### config.mk
export PLATFORM = sky130hd
export DESIGN_NAME = mqr_read_select
export DESIGN_NICKNAME = d
export VERILOG_FILES = /design/src/hdl/mqr_cfg_chain.v /design/src/hdl/mqr_read_select.v /design/src/hdl/mqr_sync2.v
export VERILOG_INCLUDE_DIRS = /design/src /design/src/hdl
export SDC_FILE = /design/constraint.sdc
export NUM_CORES = 1
export LEC_CHECK = 0
export ABC_AREA = 1
export BUFFER_PORTS_ARGS = -buffer_cell sky130_fd_sc_hd__buf_2
export CAP_MARGIN = 20
export CORE_AREA = 2 2 261 263
export DETAILED_ROUTE_END_ITERATION = 10
export DIE_AREA = 0 0 263 265
export SYNTH_ARGS = -nofsm -noshare
export SYNTH_HDL_FRONTEND = slang
export SYNTH_SLANG_ARGS = --single-unit
### constraint.sdc
create_clock -name clk_in -period 1.3 [get_ports clk_in]
set_input_delay 0 -clock clk_in [delete_from_list [all_inputs] [get_ports clk_in]]
set_output_delay 0 -clock clk_in [all_outputs]
set_load 0.03 [all_outputs]
### src/hdl/mqr_regs.vh
`ifndef MQR_REGS_VH
`define MQR_REGS_VH

// ------------------------------------------------------------------
// Read address field layout
// ------------------------------------------------------------------
`define MQR_ADDR_W 8
`define MQR_QUEUE_LSB 0
`define MQR_QUEUE_MSB 4
`define MQR_QUAD_LSB 0
`define MQR_QUAD_MSB 1
`define MQR_DEV_LSB 5
`define MQR_DEV_MSB 7

// ------------------------------------------------------------------
// Sizes and reset values
// ------------------------------------------------------------------
`define MQR_NUM_QUEUES 32
`define MQR_QUEUE_W 5
`define MQR_DEV_W 3
`define MQR_QUAD_W 2
`define MQR_FLAG_W 8
`define MQR_DATA_W 18
`define MQR_CFG_BITS 16
`define MQR_CFG_CNT_W 5
`define MQR_QUEUE_RST 5'h0
`define MQR_QUAD_RST 2'h0
`define MQR_ONE_CNT 5'h01

`endif

### src/hdl/mqr_cfg_chain.v
`include "mqr_regs.vh"

// ------------------------------------------------------------------
// Serial configuration load and daisy chain
// ------------------------------------------------------------------
module mqr_cfg_chain #(
  parameter CFG_BITS = `MQR_CFG_BITS
) (
  input wire clk_in,
  input wire sys_rst_in,
  input wire serial_mode_in,
  input wire sclk_rise_in,
  input wire serial_data_in,
  input wire config_enable_in_n,
  output reg config_done_chain_out,
  output reg serial_data_out,
  output wire ready_out,
  output wire [CFG_BITS-1:0] cfg_word_out
);
  reg [CFG_BITS-1:0] shift_q;
  reg [`MQR_CFG_CNT_W-1:0] count_q;
  reg done_q;

  wire [`MQR_CFG_CNT_W-1:0] last_cnt;
  assign last_cnt = CFG_BITS[`MQR_CFG_CNT_W-1:0];

  always @(posedge clk_in) begin
    if (sys_rst_in) begin
      shift_q <= {CFG_BITS{1'b0}};
      count_q <= {`MQR_CFG_CNT_W{1'b0}};
      done_q <= 1'b0;
    end else if (!done_q) begin
      if (!serial_mode_in) begin
        // Default programming needs no serial bits.
        done_q <= 1'b1;
      end else if (sclk_rise_in && !config_enable_in_n) begin
        shift_q <= {shift_q[CFG_BITS-2:0], serial_data_in};
        count_q <= count_q + `MQR_ONE_CNT;
        if (count_q == last_cnt - `MQR_ONE_CNT) begin
          done_q <= 1'b1;
        end
      end
    end
  end

  // Before loading completes the chain output stays high so that
  // downstream devices wait their turn.
  always @(posedge clk_in) begin
    if (sys_rst_in) begin
      config_done_chain_out <= 1'b1;
      serial_data_out <= 1'b0;
    end else begin
      config_done_chain_out <= ~done_q | config_enable_in_n;
      serial_data_out <= done_q & ~config_done_chain_out
        ? serial_data_in : 1'b0;
    end
  end

  assign ready_out = ~config_done_chain_out;
  assign cfg_word_out = shift_q;
endmodule // mqr_cfg_chain

### src/hdl/mqr_read_select.v
`include "mqr_regs.vh"

// Contract
// - First edge after queue change outputs a word from the old queue.
// - Second edge after queue change presents the new queue's data.
// - Quadrant select uses address bits 1:0.
// - Bits 7:5 pick device out of eight; bits 4:2 ignored.
// - Quadrant captured on edge with flag strobe high; old word may emit.
// - Read from selected queue only when read enable low, except the new queue's head word that falls through on the second edge.
// - Queue select taken regardless of read enable.
// - Flag polling and direct quadrant select need no read enable.
// - Serial mode shifts data bit on serial clock rise while enable low.
// - Chain-out goes low after programming if enable-in is low.
// - After programming chain-out follows enable-in.
// - Low chain-out means ready for normal operation.
// - Address latched as new queue on edge with address strobe high; code ignores a strobe arriving in ST_OLD.
// - Address bits 4:0 select one of 32 queues.
// - Loaded device passes serial data straight through to next.
module mqr_read_select #(
  parameter DEVICE_ID = 3'h0,
  parameter DATA_W = `MQR_DATA_W,
  parameter FLAG_W = `MQR_FLAG_W,
  parameter NUM_Q = `MQR_NUM_QUEUES
) (
  input wire clk_in,
  input wire sys_rst_in,
  input wire [`MQR_ADDR_W-1:0] read_queue_addr_in,
  input wire read_addr_strobe_in,
  input wire empty_flag_strobe_in,
  input wire read_en_n_in,
  input wire polled_mode_in,
  input wire serial_mode_in,
  input wire [NUM_Q-1:0] almost_empty_in,
  input wire [NUM_Q*DATA_W-1:0] queue_head_in,
  input wire sclk_in,
  input wire serial_data_in,
  input wire config_enable_in_n,
  output reg [DATA_W-1:0] data_out,
  output reg data_valid_out,
  output wire [`MQR_QUEUE_W-1:0] read_queue_out,
  output wire queue_pop_out,
  output reg [FLAG_W-1:0] almost_empty_flag_bus_out,
  output reg almost_empty_flag_bus_oe_out,
  output wire config_done_chain_out,
  output wire serial_data_out,
  output wire ready_out
);
  // ------------------------------------------------------------------
  // Pin synchronisation
  // ------------------------------------------------------------------
  wire [`MQR_ADDR_W-1:0] addr_s;
  wire strobe_s;
  wire empty_flag_strobe_s;
  wire ren_s;
  wire ren_n_s;
  wire sclk_s;
  wire sdi_s;
  wire cfg_en_s;
  wire config_enable_n_s;

  // Active-low pins are inverted ahead of the synchroniser so that its
  // cleared state after reset reads as idle rather than as a request.
  mqr_sync2 #(
    .WIDTH(`MQR_ADDR_W + 6)
  ) u_sync (
    .clk_in(clk_in),
    .sys_rst_in(sys_rst_in),
    .async_in({read_queue_addr_in, read_addr_strobe_in,
      empty_flag_strobe_in, ~read_en_n_in, sclk_in, serial_data_in,
      ~config_enable_in_n}),
    .sync_out({addr_s, strobe_s, empty_flag_strobe_s, ren_s, sclk_s, sdi_s,
      cfg_en_s})
  );
  assign ren_n_s = ~ren_s;
  assign config_enable_n_s = ~cfg_en_s;

  // Serial clock is sampled, so it must run well below 10 MHz.
  reg sclk_prev_q;
  wire sclk_rise;
  always @(posedge clk_in) begin
    if (sys_rst_in) begin
      sclk_prev_q <= 1'b0;
    end else begin
      sclk_prev_q <= sclk_s;
    end
  end
  assign sclk_rise = sclk_s & ~sclk_prev_q;

  // ------------------------------------------------------------------
  // Configuration chain
  // ------------------------------------------------------------------
  wire ready;
  mqr_cfg_chain #(
    .CFG_BITS(`MQR_CFG_BITS)
  ) u_cfg (
    .clk_in(clk_in),
    .sys_rst_in(sys_rst_in),
    .serial_mode_in(serial_mode_in),
    .sclk_rise_in(sclk_rise),
    .serial_data_in(sdi_s),
    .config_enable_in_n(config_enable_n_s),
    .config_done_chain_out(config_done_chain_out),
    .serial_data_out(serial_data_out),
    .ready_out(ready),
    .cfg_word_out()
  );
  assign ready_out = ready;

  // ------------------------------------------------------------------
  // Queue select and first-word-through sequencing
  // ------------------------------------------------------------------
  localparam ST_IDLE = 3'b001;
  localparam ST_OLD = 3'b010;
  localparam ST_NEW = 3'b100;

  reg [2:0] state_q;
  reg [`MQR_QUEUE_W-1:0] cur_q;
  reg [`MQR_QUEUE_W-1:0] pend_q;
  reg selected_q;

  wire dev_hit;
  wire q_sel;
  wire quad_sel;
  assign dev_hit =
    addr_s[`MQR_DEV_MSB:`MQR_DEV_LSB] == DEVICE_ID;
  // Strobe is ignored until loading is done, in case the host errs.
  assign q_sel = strobe_s & ready;
  assign quad_sel = empty_flag_strobe_s & ~polled_mode_in;

  always @(posedge clk_in) begin
    if (sys_rst_in) begin
      state_q <= ST_IDLE;
      cur_q <= `MQR_QUEUE_RST;
      pend_q <= `MQR_QUEUE_RST;
      selected_q <= 1'b0;
    end else begin
      case (state_q)
        ST_IDLE: begin
          if (q_sel) begin
            pend_q <= addr_s[`MQR_QUEUE_MSB:`MQR_QUEUE_LSB];
            selected_q <= dev_hit;
            state_q <= ST_OLD;
          end
        end
        ST_OLD: begin
          cur_q <= pend_q;
          state_q <= ST_NEW;
        end
        ST_NEW: begin
          if (q_sel) begin
            pend_q <= addr_s[`MQR_QUEUE_MSB:`MQR_QUEUE_LSB];
            selected_q <= dev_hit;
            state_q <= ST_OLD;
          end else begin
            state_q <= ST_IDLE;
          end
        end
        default: begin
          state_q <= ST_IDLE;
        end
      endcase
    end
  end

  // The edge after the select still serves the old queue; the edge after
  // that falls through the new queue's head word without a read enable.
  wire old_word;
  wire first_word_through;
  wire do_read;
  assign old_word = (state_q == ST_OLD);
  assign first_word_through = (state_q == ST_NEW) & selected_q;
  assign do_read = ~ren_n_s & selected_q & ready & ~old_word;
  assign queue_pop_out = do_read | first_word_through;
  assign read_queue_out = cur_q;

  wire [DATA_W-1:0] head_word;
  assign head_word = queue_head_in[cur_q*DATA_W +: DATA_W];

  always @(posedge clk_in) begin
    if (sys_rst_in) begin
      data_out <= {DATA_W{1'b0}};
      data_valid_out <= 1'b0;
    end else begin
      data_valid_out <= do_read | first_word_through | (old_word & ~ren_n_s);
      if (do_read | first_word_through | old_word) begin
        data_out <= head_word;
      end
    end
  end

  // ------------------------------------------------------------------
  // Almost-empty flag quadrant, direct or polled
  // ------------------------------------------------------------------
  reg [`MQR_QUAD_W-1:0] quad_q;
  reg quad_hit_q;
  always @(posedge clk_in) begin
    if (sys_rst_in) begin
      quad_q <= `MQR_QUAD_RST;
      quad_hit_q <= 1'b0;
    end else if (polled_mode_in) begin
      quad_q <= quad_q + 2'h1;
      quad_hit_q <= 1'b1;
    end else if (quad_sel) begin
      quad_q <= addr_s[`MQR_QUAD_MSB:`MQR_QUAD_LSB];
      quad_hit_q <= dev_hit;
    end
  end

  always @(posedge clk_in) begin
    if (sys_rst_in) begin
      almost_empty_flag_bus_out <= {FLAG_W{1'b1}};
      almost_empty_flag_bus_oe_out <= 1'b0;
    end else begin
      almost_empty_flag_bus_out <= almost_empty_in[quad_q*FLAG_W +: FLAG_W];
      almost_empty_flag_bus_oe_out <= quad_hit_q & ready;
    end
  end
endmodule // mqr_read_select

### src/hdl/mqr_sync2.v
// ------------------------------------------------------------------
// Two-stage synchroniser for pin inputs
// ------------------------------------------------------------------
module mqr_sync2 #(
  parameter WIDTH = 1
) (
  input wire clk_in,
  input wire sys_rst_in,
  input wire [WIDTH-1:0] async_in,
  output wire [WIDTH-1:0] sync_out
);
  reg [WIDTH-1:0] meta_q;
  reg [WIDTH-1:0] sync_q;

  // The first stage feeds only the second stage.
  always @(posedge clk_in) begin
    if (sys_rst_in) begin
      meta_q <= {WIDTH{1'b0}};
      sync_q <= {WIDTH{1'b0}};
    end else begin
      meta_q <= async_in;
      sync_q <= meta_q;
    end
  end

  assign sync_out = sync_q;
endmodule // mqr_sync2

### Word-level counts from Yosys, hierarchy flattened

Cells that the tools add are included.

* bitwise gates (word level): 23
* $mul: 1
* shift-type cells: 2
* reduce and logical (&&, ||, !) cells: 7
* equality and inequality tests: 5
* multiplexer cells: 11
* add/subtract/negate cells: 2

Operator list (count)
* $shiftx A576 B11 Y18: 1
* $shiftx A32 B6 Y8: 1
* $and A1 B1 Y1: 10
* $mul A5 B4 Y9 const B: 1
* $not A1 Y1: 9
* $pmux W3 S3: 1
* $mux W1: 6
* $mux W2: 3
* $add A5 B1 Y5 const B: 1
* $eq A5 B4 Y1 const B: 1
* $or A1 B1 Y1: 4
* $reduce_or A2 Y1: 2
* $eq A3 B1 Y1 const B: 1
* $eq A3 B2 Y1 const B: 1
* $eq A3 B3 Y1 const B: 1
* $logic_not A3 Y1: 1
* $mux W3: 1
* $reduce_and A3 Y1: 1
* $add A2 B1 Y2 const B: 1
* $ne A2 B2 Y1 const B: 1
* $reduce_and A2 Y1: 1
* $reduce_bool A2 Y1: 1
* $logic_and A1 B1 Y1: 1

* bits of input ports: 626
* output and inout bits: 37
* logic and storage cells: 68
* flip-flop bits (word level): 82

### Depth between registers and ports, before layout

* word-level depth: 6
* mapped depth: 12
* mapped depth without buffers: 9

### By module

A second synthesis with hierarchy kept.

* cell total of the unflattened synthesis: 1746
* area, all modules: 9409.0 µm²

By module, submodules not included
* mqr_read_select: sequential area each 920.9 µm², times used 1, area each 7662.3 µm², cells each 1541
* mqr_cfg_chain: sequential area each 480.5 µm², times used 1, area each 939.7 µm², cells each 118
* mqr_sync2: sequential area each 560.5 µm², times used 1, area each 807.0 µm², cells each 87

### Worst setup path before layout

OpenSTA, ideal clock, no wires.

* kind: register to register
* from: reg u_cfg.config_done_chain_out
* to: reg data_out[10]
* clock period less this slack: 1986 ps
* cell stages (with the launch flop): 9
* setup time: 66 ps
* buffers on the path: 1
* required time: 1234 ps
* slack: -686 ps
* arrival time: 1920 ps
* path through: dfxtp_1 > inv_2 > nand3_1 > o21ai_1 > inv_1 > nand2_2 > clkbuf_1 > o21ai_0 > a21oi_2

* longest elaborated chain between the ends: 5

RTL lines
* from (decl): RTL line mqr_cfg_chain.v:15 `output reg config_done_chain_out,`
* from (signal assigned): RTL line mqr_cfg_chain.v:53 `config_done_chain_out <= ~done_q | config_enable_in_n;`
* $not A1 Y1: RTL line mqr_cfg_chain.v:59 `assign ready_out = ~config_done_chain_out;`
* named net ready_out: RTL line mqr_read_select.v:46 `output wire ready_out`
* $and A1 B1 Y1 (2 in a row): RTL line mqr_read_select.v:172 `assign do_read = ~ren_n_s & selected_q & ready & ~old_word;`
* $or A1 B1 Y1
* named net queue_pop_out: RTL line mqr_read_select.v:41 `output wire queue_pop_out,`
* $or A1 B1 Y1: RTL line mqr_read_select.v:185 `if (do_read | first_word_through | old_word) begin`
* to (signal assigned): RTL line mqr_read_select.v:181 `data_out <= {DATA_W{1'b0}};`
* to (signal assigned): RTL line mqr_read_select.v:186 `data_out <= head_word;`
* to (decl): RTL line mqr_read_select.v:38 `output reg [DATA_W-1:0] data_out,`

The timed path passes the listed nets, and every way through them passes these cells.
A chain may end at the register's enable or synchronous reset.

### Final worst setup path

* from: reg cur_q[0] (netlist: read_queue_out[0])
* to: reg data_out[8]

* longest elaborated chain between the ends: 2

RTL lines
* from (decl): RTL line mqr_read_select.v:117 `` reg [`MQR_QUEUE_W-1:0] cur_q; ``
* from (signal assigned): RTL line mqr_read_select.v:133 `` cur_q <= `MQR_QUEUE_RST; ``
* from (signal assigned): RTL line mqr_read_select.v:146 `cur_q <= pend_q;`
* $mul A5 B4 Y9: RTL line mqr_read_select.v:177 `assign head_word = queue_head_in[cur_q*DATA_W +: DATA_W];`
* $shiftx A576 B11 Y18: RTL line mqr_read_select.v:177

Every way passes these cells.

==> flow_summary.json <==
{
  "status": "finished with violations",
  "violations": "setup timing",
  "grt_remaining_overflow": 0,
  "max_stage_delay_ns": 0.43,
  "placed_cell_area_sq_um": 13840,
  "cts_buffers": 9,
  "critPathRequiredTime_ns": 1.60,
  "path_common_cell": "buf_12",
  "fin_area_sq_um": 15410,
  "hp-class": "in -> reg",
  "min_from": "serial_mode_in",
  "reg2reg_depth": 12,
  "area_delta_synth_final_pct": 76.71,
  "synth_area_per_cell_sq_um": 5.242,
  "fin_nets": 3044,
  "r2r-start": "read_queue_out[0]",
  "mostFrequentLayoutCells": "697 x nand2_1, 659 x buf_2, 447 x nand3_1",
  "io_pins": 663,
  "antenna_found_initial": 17,
  "grt_pass1_vias": 13770,
  "wl_per_cell_um": 20.33,
  "wl_um": 67060,
  "power_leakage_nw": 7.949,
  "viasPerCell": 4.331,
  "drtIter0Drc": 1078,
  "path_max_fanout": 31,
  "synth_compound_area_share_pct": 5.895,
  "worstPathArrival_ns": 2.16,
  "critPathSlowestCell": "dfxtp_4",
  "min_path_cells": 4,
  "final_cells": 3298,
  "clk_path_buf_depth": 2,
  "syn_inst": 1664,
  "rr_endpoint": "data_out[8]",
  "maxCapViolations": 0,
  "ys_ff_latch": 82,
  "yosysWarnings": 0,
  "dieArea_sq_um": 69700,
  "cp.buffers_inverters": 4,
  "hpwlAfterDp_um": 54450,
  "fin_ws_ns": -0.5634,
  "cp-end-kind": "register",
  "synth_top_family_by_area": "simple AND/OR/NAND/NOR gates",
  "grt_pass1_wl_um": 92870,
  "clk_latency_ns": 0.37,
  "final_common_cell": "nand2_1",
  "start_util_pct": 13.06,
  "clockRootBuffer": "clkbuf_16",
  "first_pass_iters": 5,
  "htreeDepth": 3,
  "worst_pin_slew_ns": 0.4078,
  "finClkSkew_ns": 0.01860,
  "die_h_um": 265,
  "period_needed_ns": 1.863,
  "p_clk_share_pct": 35.9,
  "dp_cells": 3211,
  "synthAdderAreaFrac_pct": 0.2869,
  "post-route-period-util_pct": 143.3,
  "synth.cell_area_sq_um": 8723,
  "antenna_left": 0,
  "hold_end": "u_cfg.done_q",
  "rows": 95,
  "grt_usage_pct": 18.28,
  "drive_gt1_share_pct": 40.23,
  "cp_cell_sequence": "buf_12, buf_12, buf_12, nand2_1, nand3_1, nand3_1, nand2_2, buf_12, nand2_1, nand3_1, nand2_1, a21oi_2",
  "core_area_sq_um": 66800,
  "combPwrFrac_pct": 29.9,
  "drc_errors": 0,
  "ff2ff_setup_slack_ns": -0.56,
  "setup_viol": 20,
  "fin_hold_ws_ns": 0.05942,
  "syn-num-nets": 2292,
  "yosysSeqAreaShare_pct": 18.82,
  "power.share.sequential_pct": 34.1,
  "drv_slew": 0,
  "ys_types": 26,
  "ir_worst_vdd_uv": 561.5,
  "io_buffers": 662,
  "hold_viol": 0,
  "pre_cts_ws_ns": -0.7947,
  "rsz0062_at_grt": "true",
  "cts_tree": "done",
  "gp_congestion": 0.9430,
  "p_sw_share_pct": 32.70,
  "vias": 14280,
  "clk_pin_slew_ns": 0.08,
  "internal_power_mw": 5.148,
  "synthMuxAreaShare_pct": 0,
  "max_freq_mhz": 536.7,
  "die_x_um": 263,
  "grt_max_degree": 44,
  "clock_sinks": 82,
  "final_util_pct": 23.08,
  "startpoint_type": "register",
  "yosys.area_share.simple_pct": 63.20,
  "synth_xor_area_share_pct": 0.1004,
  "worstSetupPathType": "reg -> reg",
  "cp_top_family": "simple AND/OR/NAND/NOR gates",
  "power-per-cell-area_nw_per_um2": 496.2,
  "switchingPower_mw": 2.501,
  "relSlewSlack_pct": 72.81
}
area by class of cell:
cell class                 count  area, sq um
multi-input combinational   1395         6441
timing repair inverter         1        8.758
sequential                    82         1664
tap                          873         1092
clock buffer                   9        225.2
fill                        7741        51390
antenna                        4        10.01
clock inverter                 7        81.33
timing repair buffer         874         5652
inverter                      53        240.2
cell usage after synthesis, drive strengths merged:
| cell type | count | area [sq um] |
|---|---|---|
| nand2 | 752 | 2825 |
| nand3 | 476 | 2382 |
| buf | 106 | 711.9 |
| dfxtp | 82 | 1642 |
| nor2 | 60 | 225.2 |
| inv | 52 | 200.2 |
| o21ai | 43 | 215.2 |
| a21oi | 30 | 165.2 |
| clkbuf | 28 | 105.1 |
| o211ai | 17 | 127.6 |
| or2 | 8 | 50.05 |
| nor3 | 5 | 30.03 |
| ha | 2 | 25.02 |
| a31oi | 1 | 6.260 |
| clkinv | 1 | 3.750 |
| xor2 | 1 | 8.760 |
metrics by stage:
stage	setup TNS, ns	total power, mW
2_1_floorplan	-1.882	3.336
3_3_place_gp	-11.54	4.805
3_5_place_dp	-11.25	4.784
4_1_cts	-8.840	7.755
5_1_grt	-10.68	8.104
6_report	-8.667	7.649
tightest hold or removal path: stages:
cell     delay, ns
buf_2         0.10
inv_1         0.07
nor2_1        0.07
a21oi_1       0.14
power groups by stage:
stage          clock [mW]  combinational [mW]  sequential, mW
6_report             2.75                2.29            2.61
5_1_grt              2.97                2.52            2.62
4_1_cts              2.87                2.28            2.61
3_5_place_dp            0                2.12            2.67
3_3_place_gp            0                2.14            2.67
2_1_floorplan           0               0.622            2.71
kinds of logic after synthesis:
logic type	Yosys count
adder cells (fa/ha/maj)	2
buffers and inverters	187
flip-flops	82
XOR/XNOR	1
AND/OR/NAND/NOR	1301
AO/OA/AOI/OAI	91
how the worst max path moves through the flow:
stage | slack (ns) | startpoint | depth (start not counted) | to
2_1_floorplan | -0.12 | read_queue_out[0] | 12 | data_out[8]
3_3_place_gp | -0.85 | read_queue_out[1] | 10 | data_out[15]
3_5_place_dp | -0.79 | read_queue_out[1] | 10 | data_out[14]
4_1_cts | -0.54 | read_queue_out[0] | 12 | data_out[8]
5_1_grt | -0.62 | read_queue_out[0] | 12 | data_out[13]
6_report | -0.56 | read_queue_out[0] | 12 | data_out[8]
routing by layer:
metal / wire [um] / up-vias / GRT usage [%] / share of wire [%]
met5: 37 / - / 0 / 0.055
met4: 2215 / 6 / 5.344 / 3.3
met1: 28380 / 6551 / 22.85 / 42
met2: 32710 / 682 / 32.82 / 49
met3: 3727 / 110 / 2.099 / 5.6
li1: - / 6935 / - / -
state kept, by name (all words and copies together), names as in the netlist:
signal	flops
almost_empty_flag_bus_out	8
quad_q	2
u_cfg.serial_data_out	1
data_out	18
u_cfg.config_done_chain_out	1
sclk_prev_q	1
u_cfg.done_q	1
u_sync.meta_q	14
state_q	3
selected_q	1
pend_q	5
u_sync.sync_out	14
read_queue_out	5
almost_empty_flag_bus_oe_out	1
quad_hit_q	1
u_cfg.count_q	5
data_valid_out	1
what timing repair did:
item | CTS | global route
setup buffers | 11 | 5
hold buffers | 46 | 0
resized for setup | 120 | 43
pin swaps | 5 | 3
cloned | 5 | 0
setup endpoints to repair | 25 | 39
endpoints found under the hold margin | 23 | 0
No activity file was read; power rests on OpenSTA's default activity.
